File: config.mk
export PLATFORM = sky130hd
export DESIGN_NAME = gpio_ports_lcd_shared
export DESIGN_NICKNAME = d
export VERILOG_FILES = /design/src/rtl/port_latch_bank.v /design/src/rtl/gpio_ports_lcd_shared.v
export VERILOG_INCLUDE_DIRS = /design/src /design/src/rtl
export SDC_FILE = /design/constraint.sdc
export NUM_CORES = 1
export LEC_CHECK = 0
export BUFFER_PORTS_ARGS = -buffer_cell sky130_fd_sc_hd__buf_2
export CAP_MARGIN = 20
export CORE_MARGIN = 2
export CORE_UTILIZATION = 36
export DETAILED_ROUTE_END_ITERATION = 16
export PLACE_DENSITY_LB_ADDON = 0.12
export REMOVE_ABC_BUFFERS = 1
export SETUP_SLACK_MARGIN = 0.05
export SLEW_MARGIN = 10
export SYNTH_ARGS = -nofsm -noshare
export SYNTH_HDL_FRONTEND = slang
export SYNTH_SLANG_ARGS = --single-unit
File: constraint.sdc
create_clock -name clk -period 2.42 [get_ports clk]
set_clock_uncertainty 0.05 [all_clocks]
set_input_delay 0.242 -clock clk [delete_from_list [all_inputs] [get_ports clk]]
set_output_delay 0.242 -clock clk [all_outputs]
set_load 0.01 [all_outputs]
File: src/rtl/gpio_lcd_regs.vh
// register offsets, field positions, reset values and pin group layout
// for the lcd shared pin ports; included by every design file of the block
`ifndef GPIO_LCD_REGS_VH
`define GPIO_LCD_REGS_VH

// ***************************************************************
// register offsets on the core register port
// ***************************************************************
`define ADDR_W 9
`define OFS_PORT_B_PINS 9'h006
`define OFS_SERIAL_SHARED_PORT 9'h007
`define OFS_LCD_SHARED_BIDIR_PORT 9'h008
`define OFS_LCD_SHARED_INPUT_PORT 9'h009
`define OFS_CORE_OPTIONS 9'h081
`define OFS_PORT_B_DIRECTION 9'h086
`define OFS_SERIAL_SHARED_PORT_DIRECTION 9'h087
`define OFS_LCD_SHARED_BIDIR_DIRECTION 9'h088
`define OFS_LCD_SHARED_INPUT_DIRECTION 9'h089
`define OFS_LCD_SEGMENT_ENABLE 9'h10D

// ***************************************************************
// reset values
// ***************************************************************
`define RST_CORE_OPTIONS 8'hFF
`define RST_LCD_SEGMENT_ENABLE 8'hFF
`define RST_LATCH 8'h00
// direction reset per bank, bank 0 in the low byte: b, c, d, e
`define RST_DIRECTIONS 32'hFFFF3FFF
// banks whose output latch survives a non power-on reset
`define KEEP_LATCH_ON_SOFT 4'h3

// ***************************************************************
// field positions
// ***************************************************************
`define BIT_PULLUP_DISABLE_N 7
`define SERIAL_PORT_MASK 8'h3F
// lcd_segment_enable groups
`define SEG_ENABLE_LOWER_GROUP 0
`define SEG_ENABLE_E_LOW 1
`define SEG_ENABLE_E_MID 2
`define SEG_ENABLE_E_TOP 6
`define SEG_ENABLE_UPPER_GROUP 7

// ***************************************************************
// bank numbering inside the latch array
// ***************************************************************
`define BANK_B 0
`define BANK_C 1
`define BANK_D 2
`define BANK_E 3
`define BANK_COUNT 4

`endif

File: src/rtl/port_latch_bank.v
// output latch and direction register of one eight bit pin bank
// assumes single cycle write strobes from the register decoder in the top
`include "gpio_lcd_regs.vh"
`timescale 1ns/1ps
`default_nettype none

module port_latch_bank #(
    parameter [7:0] DIR_RESET = 8'hFF,
    parameter KEEP_ON_SOFT = 1
) (
    // clock and resets
    input wire clk,
    input wire sys_rst,
    input wire soft_rst,
    // write side
    input wire wr_latch,
    input wire wr_dir,
    input wire [7:0] wr_data,
    // stored state
    output reg [7:0] latch,
    output reg [7:0] direction
);

    // ***************************************************************
    // output latch
    // ***************************************************************
    // written whatever the direction, so a pin turned to output later
    // shows the last value software wrote
    always @(posedge clk or posedge sys_rst) begin
        if (sys_rst) begin
            latch <= `RST_LATCH;
        end else if (soft_rst) begin
            // some banks keep their latch across a soft reset
            if (KEEP_ON_SOFT == 0) begin
                latch <= `RST_LATCH;
            end
        end else if (wr_latch) begin
            latch <= wr_data;
        end
    end

    // ***************************************************************
    // direction register
    // ***************************************************************
    // every reset returns all pins of the bank to input
    always @(posedge clk or posedge sys_rst) begin
        if (sys_rst) begin
            direction <= DIR_RESET;
        end else if (soft_rst) begin
            direction <= DIR_RESET;
        end else if (wr_dir) begin
            direction <= wr_data;
        end
    end

endmodule

`default_nettype wire

File: src/rtl/gpio_ports_lcd_shared.v
// digital pin ports sharing pins with timer, capture, serial and lcd units
// assumes register strobes synchronous to clk and pins already synchronous
`include "gpio_lcd_regs.vh"
`timescale 1ns/1ps
`default_nettype none

// Summary of operation
// - six bit port direction chosen per pin
// - enabled peripheral overrides the pin direction
// - bit0 general, oscillator out or clock in
// - bit2 general or capture compare pwm
// - bit3 carries serial clock, spi and i2c
// - bit4 spi in or i2c data, bit5 out
// - upper bits 7 and 6 read zero
// - lcd port: five bidir, three input pins
// - direction acts on pins 0-4 digital only
// - pins 5-7 segments 29-31 or commons 3-1
// - power-on reset selects lcd segment drivers
// - set segment enable bit forces lcd use
// - second lcd port is input only
// - set direction tristates, clear drives latch
module gpio_ports_lcd_shared (
    // clock and resets
    input wire clk,
    input wire sys_rst,
    input wire soft_rst,
    // register port
    input wire [`ADDR_W-1:0] reg_addr,
    input wire [7:0] reg_wdata,
    input wire reg_wr,
    input wire reg_rd,
    output reg [7:0] reg_rdata,
    // general port pins
    input wire [7:0] pin_b_in,
    output wire [7:0] pin_b_out,
    output wire [7:0] pin_b_oe,
    output wire [7:0] pullup_on,
    // serial shared port pins
    input wire [5:0] pin_c_in,
    output wire [5:0] pin_c_out,
    output wire [5:0] pin_c_oe,
    // secondary timer and oscillator
    input wire secondary_osc_enable,
    input wire secondary_osc_out,
    input wire secondary_timer_ext_clk_enable,
    output wire secondary_timer_clk_in,
    output wire secondary_osc_in,
    // capture compare pwm unit
    input wire ccp_enable,
    input wire ccp_output_mode,
    input wire capture_compare_pwm_pin,
    output wire capture_in,
    // synchronous serial unit
    input wire serial_enable,
    input wire serial_i2c_mode,
    input wire serial_clk_master,
    input wire serial_clk_out,
    input wire serial_data_out,
    input wire i2c_scl_drive_low,
    input wire i2c_sda_drive_low,
    output wire serial_clk_in,
    output wire serial_data_in,
    // lcd shared bidirectional port pins
    input wire [7:0] pin_d_in,
    output wire [4:0] pin_d_out,
    output wire [4:0] pin_d_oe,
    // lcd shared input port pins
    input wire [7:0] pin_e_in,
    // pin owner towards the lcd driver, high means lcd driver
    output wire [7:0] lcd_mode_d,
    output wire [7:0] lcd_mode_e,
    output wire lcd_common_driver_one
);

    // ***************************************************************
    // register decode
    // ***************************************************************
    wire [`BANK_COUNT-1:0] wr_latch; // per bank latch write strobe
    wire [`BANK_COUNT-1:0] wr_dir; // per bank direction write strobe
    wire [8*`BANK_COUNT-1:0] latch_all; // all latches, bank 0 low
    wire [8*`BANK_COUNT-1:0] dir_all; // all directions, bank 0 low
    wire wr_options;
    wire wr_seg_enable;

    assign wr_latch[`BANK_B] = reg_wr && (reg_addr == `OFS_PORT_B_PINS);
    assign wr_latch[`BANK_C] = reg_wr && (reg_addr == `OFS_SERIAL_SHARED_PORT);
    assign wr_latch[`BANK_D] = reg_wr && (reg_addr == `OFS_LCD_SHARED_BIDIR_PORT);
    assign wr_latch[`BANK_E] = reg_wr && (reg_addr == `OFS_LCD_SHARED_INPUT_PORT);
    assign wr_dir[`BANK_B] = reg_wr && (reg_addr == `OFS_PORT_B_DIRECTION);
    assign wr_dir[`BANK_C] = reg_wr && (reg_addr == `OFS_SERIAL_SHARED_PORT_DIRECTION);
    assign wr_dir[`BANK_D] = reg_wr && (reg_addr == `OFS_LCD_SHARED_BIDIR_DIRECTION);
    assign wr_dir[`BANK_E] = reg_wr && (reg_addr == `OFS_LCD_SHARED_INPUT_DIRECTION);
    assign wr_options = reg_wr && (reg_addr == `OFS_CORE_OPTIONS);
    assign wr_seg_enable = reg_wr && (reg_addr == `OFS_LCD_SEGMENT_ENABLE);

    // ***************************************************************
    // latch and direction banks
    // ***************************************************************
    // one bank per port; the six bit port masks its upper bits on
    // write so they can never be seen
    genvar g;
    generate
        for (g = 0; g < `BANK_COUNT; g = g + 1) begin : bank
            wire [7:0] bank_wdata;
            localparam [31:0] DIR_RESETS = `RST_DIRECTIONS; // one reset byte per bank
            assign bank_wdata = (g == `BANK_C) ? (reg_wdata & `SERIAL_PORT_MASK)
                                               : reg_wdata;
            port_latch_bank #(
                .DIR_RESET(DIR_RESETS[8*g+7:8*g]),
                .KEEP_ON_SOFT((`KEEP_LATCH_ON_SOFT >> g) & 1)
            ) u_bank (
                .clk(clk),
                .sys_rst(sys_rst),
                .soft_rst(soft_rst),
                .wr_latch(wr_latch[g]),
                .wr_dir(wr_dir[g]),
                .wr_data(bank_wdata),
                .latch(latch_all[8*g+7:8*g]),
                .direction(dir_all[8*g+7:8*g])
            );
        end
    endgenerate

    wire [7:0] latch_b = latch_all[8*`BANK_B+7:8*`BANK_B];
    wire [7:0] latch_c = latch_all[8*`BANK_C+7:8*`BANK_C];
    wire [7:0] latch_d = latch_all[8*`BANK_D+7:8*`BANK_D];
    wire [7:0] dir_b = dir_all[8*`BANK_B+7:8*`BANK_B];
    wire [7:0] dir_c = dir_all[8*`BANK_C+7:8*`BANK_C];
    wire [7:0] dir_d = dir_all[8*`BANK_D+7:8*`BANK_D];
    wire [7:0] dir_e = dir_all[8*`BANK_E+7:8*`BANK_E];

    // ***************************************************************
    // option and segment enable registers
    // ***************************************************************
    reg [7:0] core_options; // top bit disables the general port pull-ups
    reg [7:0] lcd_segment_enable; // one bit per lcd pin group

    // both come back to all ones on every reset
    always @(posedge clk or posedge sys_rst) begin
        if (sys_rst) begin
            core_options <= `RST_CORE_OPTIONS;
        end else if (soft_rst) begin
            core_options <= `RST_CORE_OPTIONS;
        end else if (wr_options) begin
            core_options <= reg_wdata;
        end
    end

    always @(posedge clk or posedge sys_rst) begin
        if (sys_rst) begin
            lcd_segment_enable <= `RST_LCD_SEGMENT_ENABLE;
        end else if (soft_rst) begin
            lcd_segment_enable <= `RST_LCD_SEGMENT_ENABLE;
        end else if (wr_seg_enable) begin
            lcd_segment_enable <= reg_wdata;
        end
    end

    // ***************************************************************
    // general eight bit port
    // ***************************************************************
    // clear direction drives latch
    assign pin_b_oe = ~dir_b;
    assign pin_b_out = latch_b;
    // pull-ups only on inputs, and only while the disable bit is low;
    // the option reset value keeps them off after power-on
    assign pullup_on = dir_b & {8{~core_options[`BIT_PULLUP_DISABLE_N]}};

    // ***************************************************************
    // serial shared six bit port
    // ***************************************************************
    reg [5:0] c_oe; // resolved enable after peripheral overrides
    reg [5:0] c_out; // resolved output level

    // start from the direction register and let each enabled unit take
    // its pin; the stored direction bits are never changed by this, which
    // is why a bit operation on them reads back the software value
    always @* begin
        c_oe = ~dir_c[5:0];
        c_out = latch_c[5:0];
        if (secondary_osc_enable) begin
            c_oe[0] = 1'b1;
            c_out[0] = secondary_osc_out;
            // the crystal input pin must float
            c_oe[1] = 1'b0;
        end else if (secondary_timer_ext_clk_enable) begin
            c_oe[0] = 1'b0;
        end
        if (ccp_enable) begin
            // compare and pwm drive, capture listens
            c_oe[2] = ccp_output_mode;
            c_out[2] = capture_compare_pwm_pin;
        end
        if (serial_enable) begin
            if (serial_i2c_mode) begin
                c_oe[3] = i2c_scl_drive_low;
                c_out[3] = 1'b0;
                c_oe[4] = i2c_sda_drive_low;
                c_out[4] = 1'b0;
            end else begin
                c_oe[3] = serial_clk_master;
                c_out[3] = serial_clk_out;
                c_oe[4] = 1'b0;
                c_oe[5] = 1'b1;
                c_out[5] = serial_data_out;
            end
        end
    end

    assign pin_c_oe = c_oe;
    assign pin_c_out = c_out;
    // peripheral receive paths see the pin level at all times
    assign secondary_timer_clk_in = pin_c_in[0];
    assign secondary_osc_in = pin_c_in[1];
    assign capture_in = pin_c_in[2];
    assign serial_clk_in = pin_c_in[3];
    assign serial_data_in = pin_c_in[4];

    // ***************************************************************
    // lcd shared bidirectional port
    // ***************************************************************
    wire seg_lower = lcd_segment_enable[`SEG_ENABLE_LOWER_GROUP];
    wire seg_upper = lcd_segment_enable[`SEG_ENABLE_UPPER_GROUP];

    assign lcd_mode_d = {{3{seg_upper}}, {5{seg_lower}}};
    assign pin_d_oe = ~dir_d[4:0] & {5{~seg_lower}};
    assign pin_d_out = latch_d[4:0];
    assign lcd_common_driver_one = seg_upper;

    // ***************************************************************
    // lcd shared input port
    // ***************************************************************
    // input only, no drivers
    // its direction register is stored and read back but drives nothing
    assign lcd_mode_e = {lcd_segment_enable[`SEG_ENABLE_E_TOP],
                         {3{lcd_segment_enable[`SEG_ENABLE_E_MID]}},
                         {4{lcd_segment_enable[`SEG_ENABLE_E_LOW]}}};

    // ***************************************************************
    // read multiplexer
    // ***************************************************************
    reg [7:0] next_rdata; // value to present in the cycle after a read

    // pins handed to the lcd driver read as zero, so a stray segment
    // waveform never leaks into software reads
    always @* begin
        next_rdata = 8'h00;
        case (reg_addr)
            `OFS_PORT_B_PINS: begin
                next_rdata = pin_b_in;
            end
            `OFS_SERIAL_SHARED_PORT: begin
                next_rdata = {2'b00, pin_c_in};
            end
            `OFS_LCD_SHARED_BIDIR_PORT: begin
                next_rdata = pin_d_in & ~lcd_mode_d;
            end
            `OFS_LCD_SHARED_INPUT_PORT: begin
                next_rdata = pin_e_in & ~lcd_mode_e;
            end
            `OFS_CORE_OPTIONS: begin
                next_rdata = core_options;
            end
            `OFS_PORT_B_DIRECTION: begin
                next_rdata = dir_b;
            end
            `OFS_SERIAL_SHARED_PORT_DIRECTION: begin
                next_rdata = dir_c & `SERIAL_PORT_MASK;
            end
            `OFS_LCD_SHARED_BIDIR_DIRECTION: begin
                next_rdata = dir_d;
            end
            `OFS_LCD_SHARED_INPUT_DIRECTION: begin
                next_rdata = dir_e;
            end
            `OFS_LCD_SEGMENT_ENABLE: begin
                next_rdata = lcd_segment_enable;
            end
            default: begin
                // unmapped addresses read as zero
                next_rdata = 8'h00;
            end
        endcase
    end

    // read data stand for exactly the cycle after the strobe
    always @(posedge clk or posedge sys_rst) begin
        if (sys_rst) begin
            reg_rdata <= 8'h00;
        end else if (reg_rd) begin
            reg_rdata <= next_rdata;
        end else begin
            reg_rdata <= 8'h00;
        end
    end

endmodule

`default_nettype wire

### Yosys cells after proc, flatten, opt, wreduce, memory -nomap -nowiden

Index checks and enable logic that the tools add are counted.

* output and inout port bits: 76
* flip-flop bits (word level): 73

* equal/unequal tests: 10
* mux-type cells: 29
* bitwise gates (word level): 12
* reductions and logical operators: 18

Operators with widths (count)
* $mux 8: 11
* $pmux 8 s10: 1
* $eq 9x8->1 const B: 5
* $and 8x8->8: 3
* $not 8->8: 3
* $eq 9x3->1 const B: 2
* $eq 9x4->1 const B: 2
* $reduce_bool 2->1: 7
* $mux 6: 2
* $mux 1: 10
* $mux 5: 2
* $eq 9x9->1 const B: 1
* $logic_and 1x1->1: 9
* $mux 3: 2
* $not 6->6: 1
* $and 5x5->5: 1
* $not 5->5: 1
* $reduce_and 2->1: 2
* $not 1->1: 3
* $mux 2: 1

### Depth between registers and ports, before layout

* depth in word-level cells: 4
* gate-level depth with buffers: 8
* depth with buffers taken out: 5

### Hierarchy

From an unflattened synthesis, not the netlist that was laid out.

* cells, all modules: 455
* area, all modules: 4825.9 µm²

By module, submodules not included
* gpio_ports_lcd_shared: cells an instance 259, instances 1, area an instance 2100.8 µm²
* port_latch_bank (bank[2].u_bank ...): cells an instance 53, instances 2, area an instance 676.9 µm²
* port_latch_bank (bank[1].u_bank): cells an instance 45, instances 1, area an instance 689.4 µm²
* port_latch_bank (bank[0].u_bank): cells an instance 45, instances 1, area an instance 681.9 µm²

### Worst setup path after synthesis

Ideal clock, no wire load.

* kind: input to register
* from: input reg_addr[2]
* to: register bank[1].u_bank.latch[0]
* buffers on the path: 2
* slack: 782 ps
* arrival time: 1463 ps
* stages on the path: 6
* required time: 2245 ps
* setup time: 125 ps
* cells stage by stage: buf_2 -> and3b_2 -> nand3_1 -> or3_1 -> buf_6 -> mux2_4

* word-level cells in the longest chain between the ends: 3

Ends and longest elaborated chain
* start: declaration: RTL line gpio_ports_lcd_shared.v:28 `` input wire [`ADDR_W-1:0] reg_addr, ``
* $eq 9x3->1
* $logic_and 1x1->1: RTL line gpio_ports_lcd_shared.v:86 `` assign wr_latch[`BANK_C] = reg_wr && (reg_addr == `OFS_SERIAL_SHARED_PORT); ``
* $reduce_and 2->1 (no source line)
* end signal: assignment: RTL line port_latch_bank.v:31 `` latch <= `RST_LATCH; ``
* end signal: assignment: RTL line port_latch_bank.v:35 `` latch <= `RST_LATCH; ``
* end signal: assignment: RTL line port_latch_bank.v:38 `latch <= wr_data;`
* end: declaration: RTL line port_latch_bank.v:20 `output reg [7:0] latch,`

No other way between the ends.
A chain may end at the register's enable or synchronous reset.

### Worst setup path after layout

* from: register lcd_segment_enable[0]
* to: register reg_rdata[2]

* word-level cells in the longest chain between the ends: 4

Ends and longest elaborated chain
* start: declaration: RTL line gpio_ports_lcd_shared.v:136 `reg [7:0] lcd_segment_enable;`
* start signal: assignment: RTL line gpio_ports_lcd_shared.v:151 `` lcd_segment_enable <= `RST_LCD_SEGMENT_ENABLE; ``
* start signal: assignment: RTL line gpio_ports_lcd_shared.v:153 `` lcd_segment_enable <= `RST_LCD_SEGMENT_ENABLE; ``
* start signal: assignment: RTL line gpio_ports_lcd_shared.v:155 `lcd_segment_enable <= reg_wdata;`
* $not 8->8: RTL line gpio_ports_lcd_shared.v:256 `next_rdata = pin_d_in & ~lcd_mode_d;`
* $and 8x8->8: RTL line gpio_ports_lcd_shared.v:256
* $pmux 8 s10: RTL line gpio_ports_lcd_shared.v:248 `case (reg_addr)`
* $mux 8: RTL line gpio_ports_lcd_shared.v:290 `end else if (reg_rd) begin`
* end signal: assignment: RTL line gpio_ports_lcd_shared.v:291 `reg_rdata <= next_rdata;`
* end: declaration: RTL line gpio_ports_lcd_shared.v:32 `output reg [7:0] reg_rdata,`

No other way between the ends.

==> flow_summary.json <==
{
  "start_util_pct": 36.8,
  "yosysSeqAreaShare_pct": 44.9,
  "firstDrtPassIters": 4,
  "grt_util_met2_pct": 33.9,
  "cts.sinks": 73,
  "critical_path.slowest_cell": "dfstp_2",
  "hold_depth": 3,
  "io_pins": 141,
  "finalNonFillerCells": 682,
  "rsz0062_at_grt": "false",
  "antenna_found_initial": 0,
  "cts_tree": "done",
  "vias_per_cell": 5.31,
  "max_slew_margin_pct": 51.1,
  "die_w_um": 112,
  "maxCapViolCount": 0,
  "grt_overflow": 0,
  "ant_nets": 0,
  "synth_warnings": 0,
  "clock-root-buffer": "clkbuf_16",
  "crit_path_max_incr_delay_ns": 0.66,
  "cts_setup_buffers": 0,
  "core_region_area_mm2": 0.0114,
  "synth_cell_types": 46,
  "clkTransAtPathRegs_ns": 0.06,
  "insertion_delay_ns": 0.33,
  "dr_total_vias": 3622,
  "tightest_slew_ns": 0.733,
  "post_cts_resize_count": 0,
  "clockBufferDepth": 2,
  "htreeDepth": 3,
  "endpoint_kind": "register",
  "critPathKind": "reg2reg",
  "nets": 599,
  "min_path_type": "in2reg",
  "worstSetupStartpointType": "register",
  "p_total_mw": 2.96,
  "avgSynthCellArea_um2": 9.95,
  "synthesis.area_mm2": 0.00420,
  "power_density_mw_per_mm2": 572,
  "report.final.slew_viol_count": 0,
  "antenna_cells": 0,
  "grt.busiest_layer": "met2",
  "grt_util_met3_pct": 4.90,
  "post-route-period-util_pct": 73.2,
  "setup_viol": 0,
  "cp_max_fo": 13,
  "grtUsageTotal_pct": 21.6,
  "hpwl_um": 9600,
  "layout_commonest_cell": "buf_2",
  "drc": 0,
  "met1_usage_pct": 29.5,
  "leakage_nw": 2.46,
  "reg2regPathDepth": 5,
  "fmax_mhz": 565,
  "num_rows": 39,
  "die_h_um": 112,
  "crit_buf_inv": 0,
  "grt_pass1_vias": 3639,
  "cp.required_ns": 2.56,
  "vdd.ir_drop.worst_mv": 0.444,
  "layout-drive-gt1-share_pct": 46.0,
  "drt_iter0_drc": 252,
  "final_hold_viol_count": 0,
  "crit_cells": 5,
  "port_buffers": 140,
  "finalInstanceArea_mm2": 0.00518,
  "ctsHoldBuffers": 1,
  "wl_per_cell_um": 19.5,
  "tns_ns": 0,
  "arrival_ns": 1.91,
  "synth_seq_cells": 73,
  "worstPathCellList": "nor2_1 > a22oi_1 > o22ai_1 > a211oi_1 > a31oi_1",
  "dp_cells": 665,
  "routed_wl_um": 13300,
  "status": "finished, final reports clean",
  "grt_pass1_wl_um": 20700,
  "mostFrequentLayoutCells": "140 x buf_2, 52 x nand2_1, 46 x dfstp_2, 34 x nor2_1, 30 x a211o_1",
  "finalCriticalPeriod_ns": 1.77,
  "dieArea_mm2": 0.0125,
  "placed_area_mm2": 0.00484,
  "finalWeightedCongestion": 0.910,
  "syn_inst": 422,
  "cts_buffers": 9,
  "critPathTopFamily": "compound AO/OA/AOI/OAI gates",
  "area_growth_syn_to_layout_pct": 23.5,
  "grt_max_degree": 42,
  "fillerInstances": 1169
}
## cell usage after synthesis (all sizes together)
cell / instances / share of area [%]
a21oi: 13 / 1.5
and2b: 1 / 0.18
nor4b: 2 / 0.57
nor2: 37 / 3.7
mux2i: 12 / 2.9
o21bai: 1 / 0.18
nor4: 1 / 0.51
nand3: 11 / 1.4
clkbuf: 11 / 0.98
dfrtp: 27 / 16
a211oi: 4 / 0.72
inv: 11 / 0.98
o32ai: 3 / 0.63
a211o: 30 / 6.3
o32a: 1 / 0.24
o22ai: 7 / 1.0
mux2: 24 / 7.0
nand3b: 17 / 3.0
and3b: 1 / 0.24
dfstp: 46 / 29
nand2b: 3 / 0.45
a221oi: 3 / 0.63
nor3b: 3 / 0.66
or3: 1 / 0.15
nor2b: 15 / 2.2
o21ai: 8 / 0.95
a31oi: 6 / 0.89
a22oi: 10 / 1.8
nor3: 4 / 1.0
a21boi: 1 / 0.18
nand2: 53 / 4.9
and3: 13 / 1.9
buf: 38 / 6.5
nand4: 4 / 0.75
## area by class of cell
| type | count | area (um^2) | share of cell area (%) |
|---|---|---|---|
| clock inverters | 6 | 91.3 | 1.76 |
| well taps | 143 | 179 | 3.45 |
| flip-flops and latches | 73 | 1880 | 36.3 |
| repair buffers | 150 | 791 | 15.3 |
| inverters | 11 | 41.3 | 0.796 |
| multi-input cells | 289 | 1960 | 37.8 |
| clock buffers | 10 | 239 | 4.61 |
## layer usage
layer  vias to the layer above  share of wire [%]
met3                         8                5.8
met5                         -                  0
met1                      1791                 45
met4                         0                1.3
li1                       1703                  -
met2                       120                 48
## worst paths after layout
path / to / slack [ns] / start
setup / recovery: reg_rdata[2] / 0.65 / lcd_segment_enable[0]
hold / removal: reg_rdata[4] / 0.13 / pin_e_in[4]
setup reg to reg: reg_rdata[2] / 0.65 / lcd_segment_enable[0]
hold reg to reg: bank[3].u_bank.direction[0] / 0.43 / bank[3].u_bank.direction[0]
max in group asynchronous: core_options[1] / 1.05 / sys_rst
min in group asynchronous: bank[0].u_bank.latch[4] / 0.53 / sys_rst
## state kept, by name, summed over array words and instances (netlist names)
signal and cells:
bank.u_bank.latch 19, lcd_segment_enable 8, core_options 8, reg_rdata 8, bank.u_bank.direction 30
## power by group
part | total [mW] | switching [mW] | internal (mW)
registers | 1.23 | 0.00260 | 1.23
logic | 0.266 | 0.167 | 0.0997
clock network | 1.47 | 0.534 | 0.932
## per-stage QoR
step                hold WS (ns)  setup WS [ns]  utilization [%]
global placement           0.358          0.385             42.4
finish                     0.132          0.650             45.4
CTS                        0.116          0.626             45.4
global route               0.132          0.506             45.4
detailed placement         0.373          0.364             42.4
floorplan                  0.255          0.351                -
## worst min-delay path, stage by stage
cell     delay [ns]
buf_2          0.10
nand2_1        0.05
a31oi_1        0.07
## logic make-up (layout without fill, tap and decap cells)
logic type / Yosys count / after routing / synth area share, %
multiplexers: 36 / 36 / 9.84
buffers and inverters: 60 / 177 / 8.44
AND/OR/NAND/NOR: 166 / 166 / 21.8
flip-flops: 73 / 73 / 44.9
AO/OA/AOI/OAI: 87 / 87 / 15.1
Power figures use the tool's default switching activity.
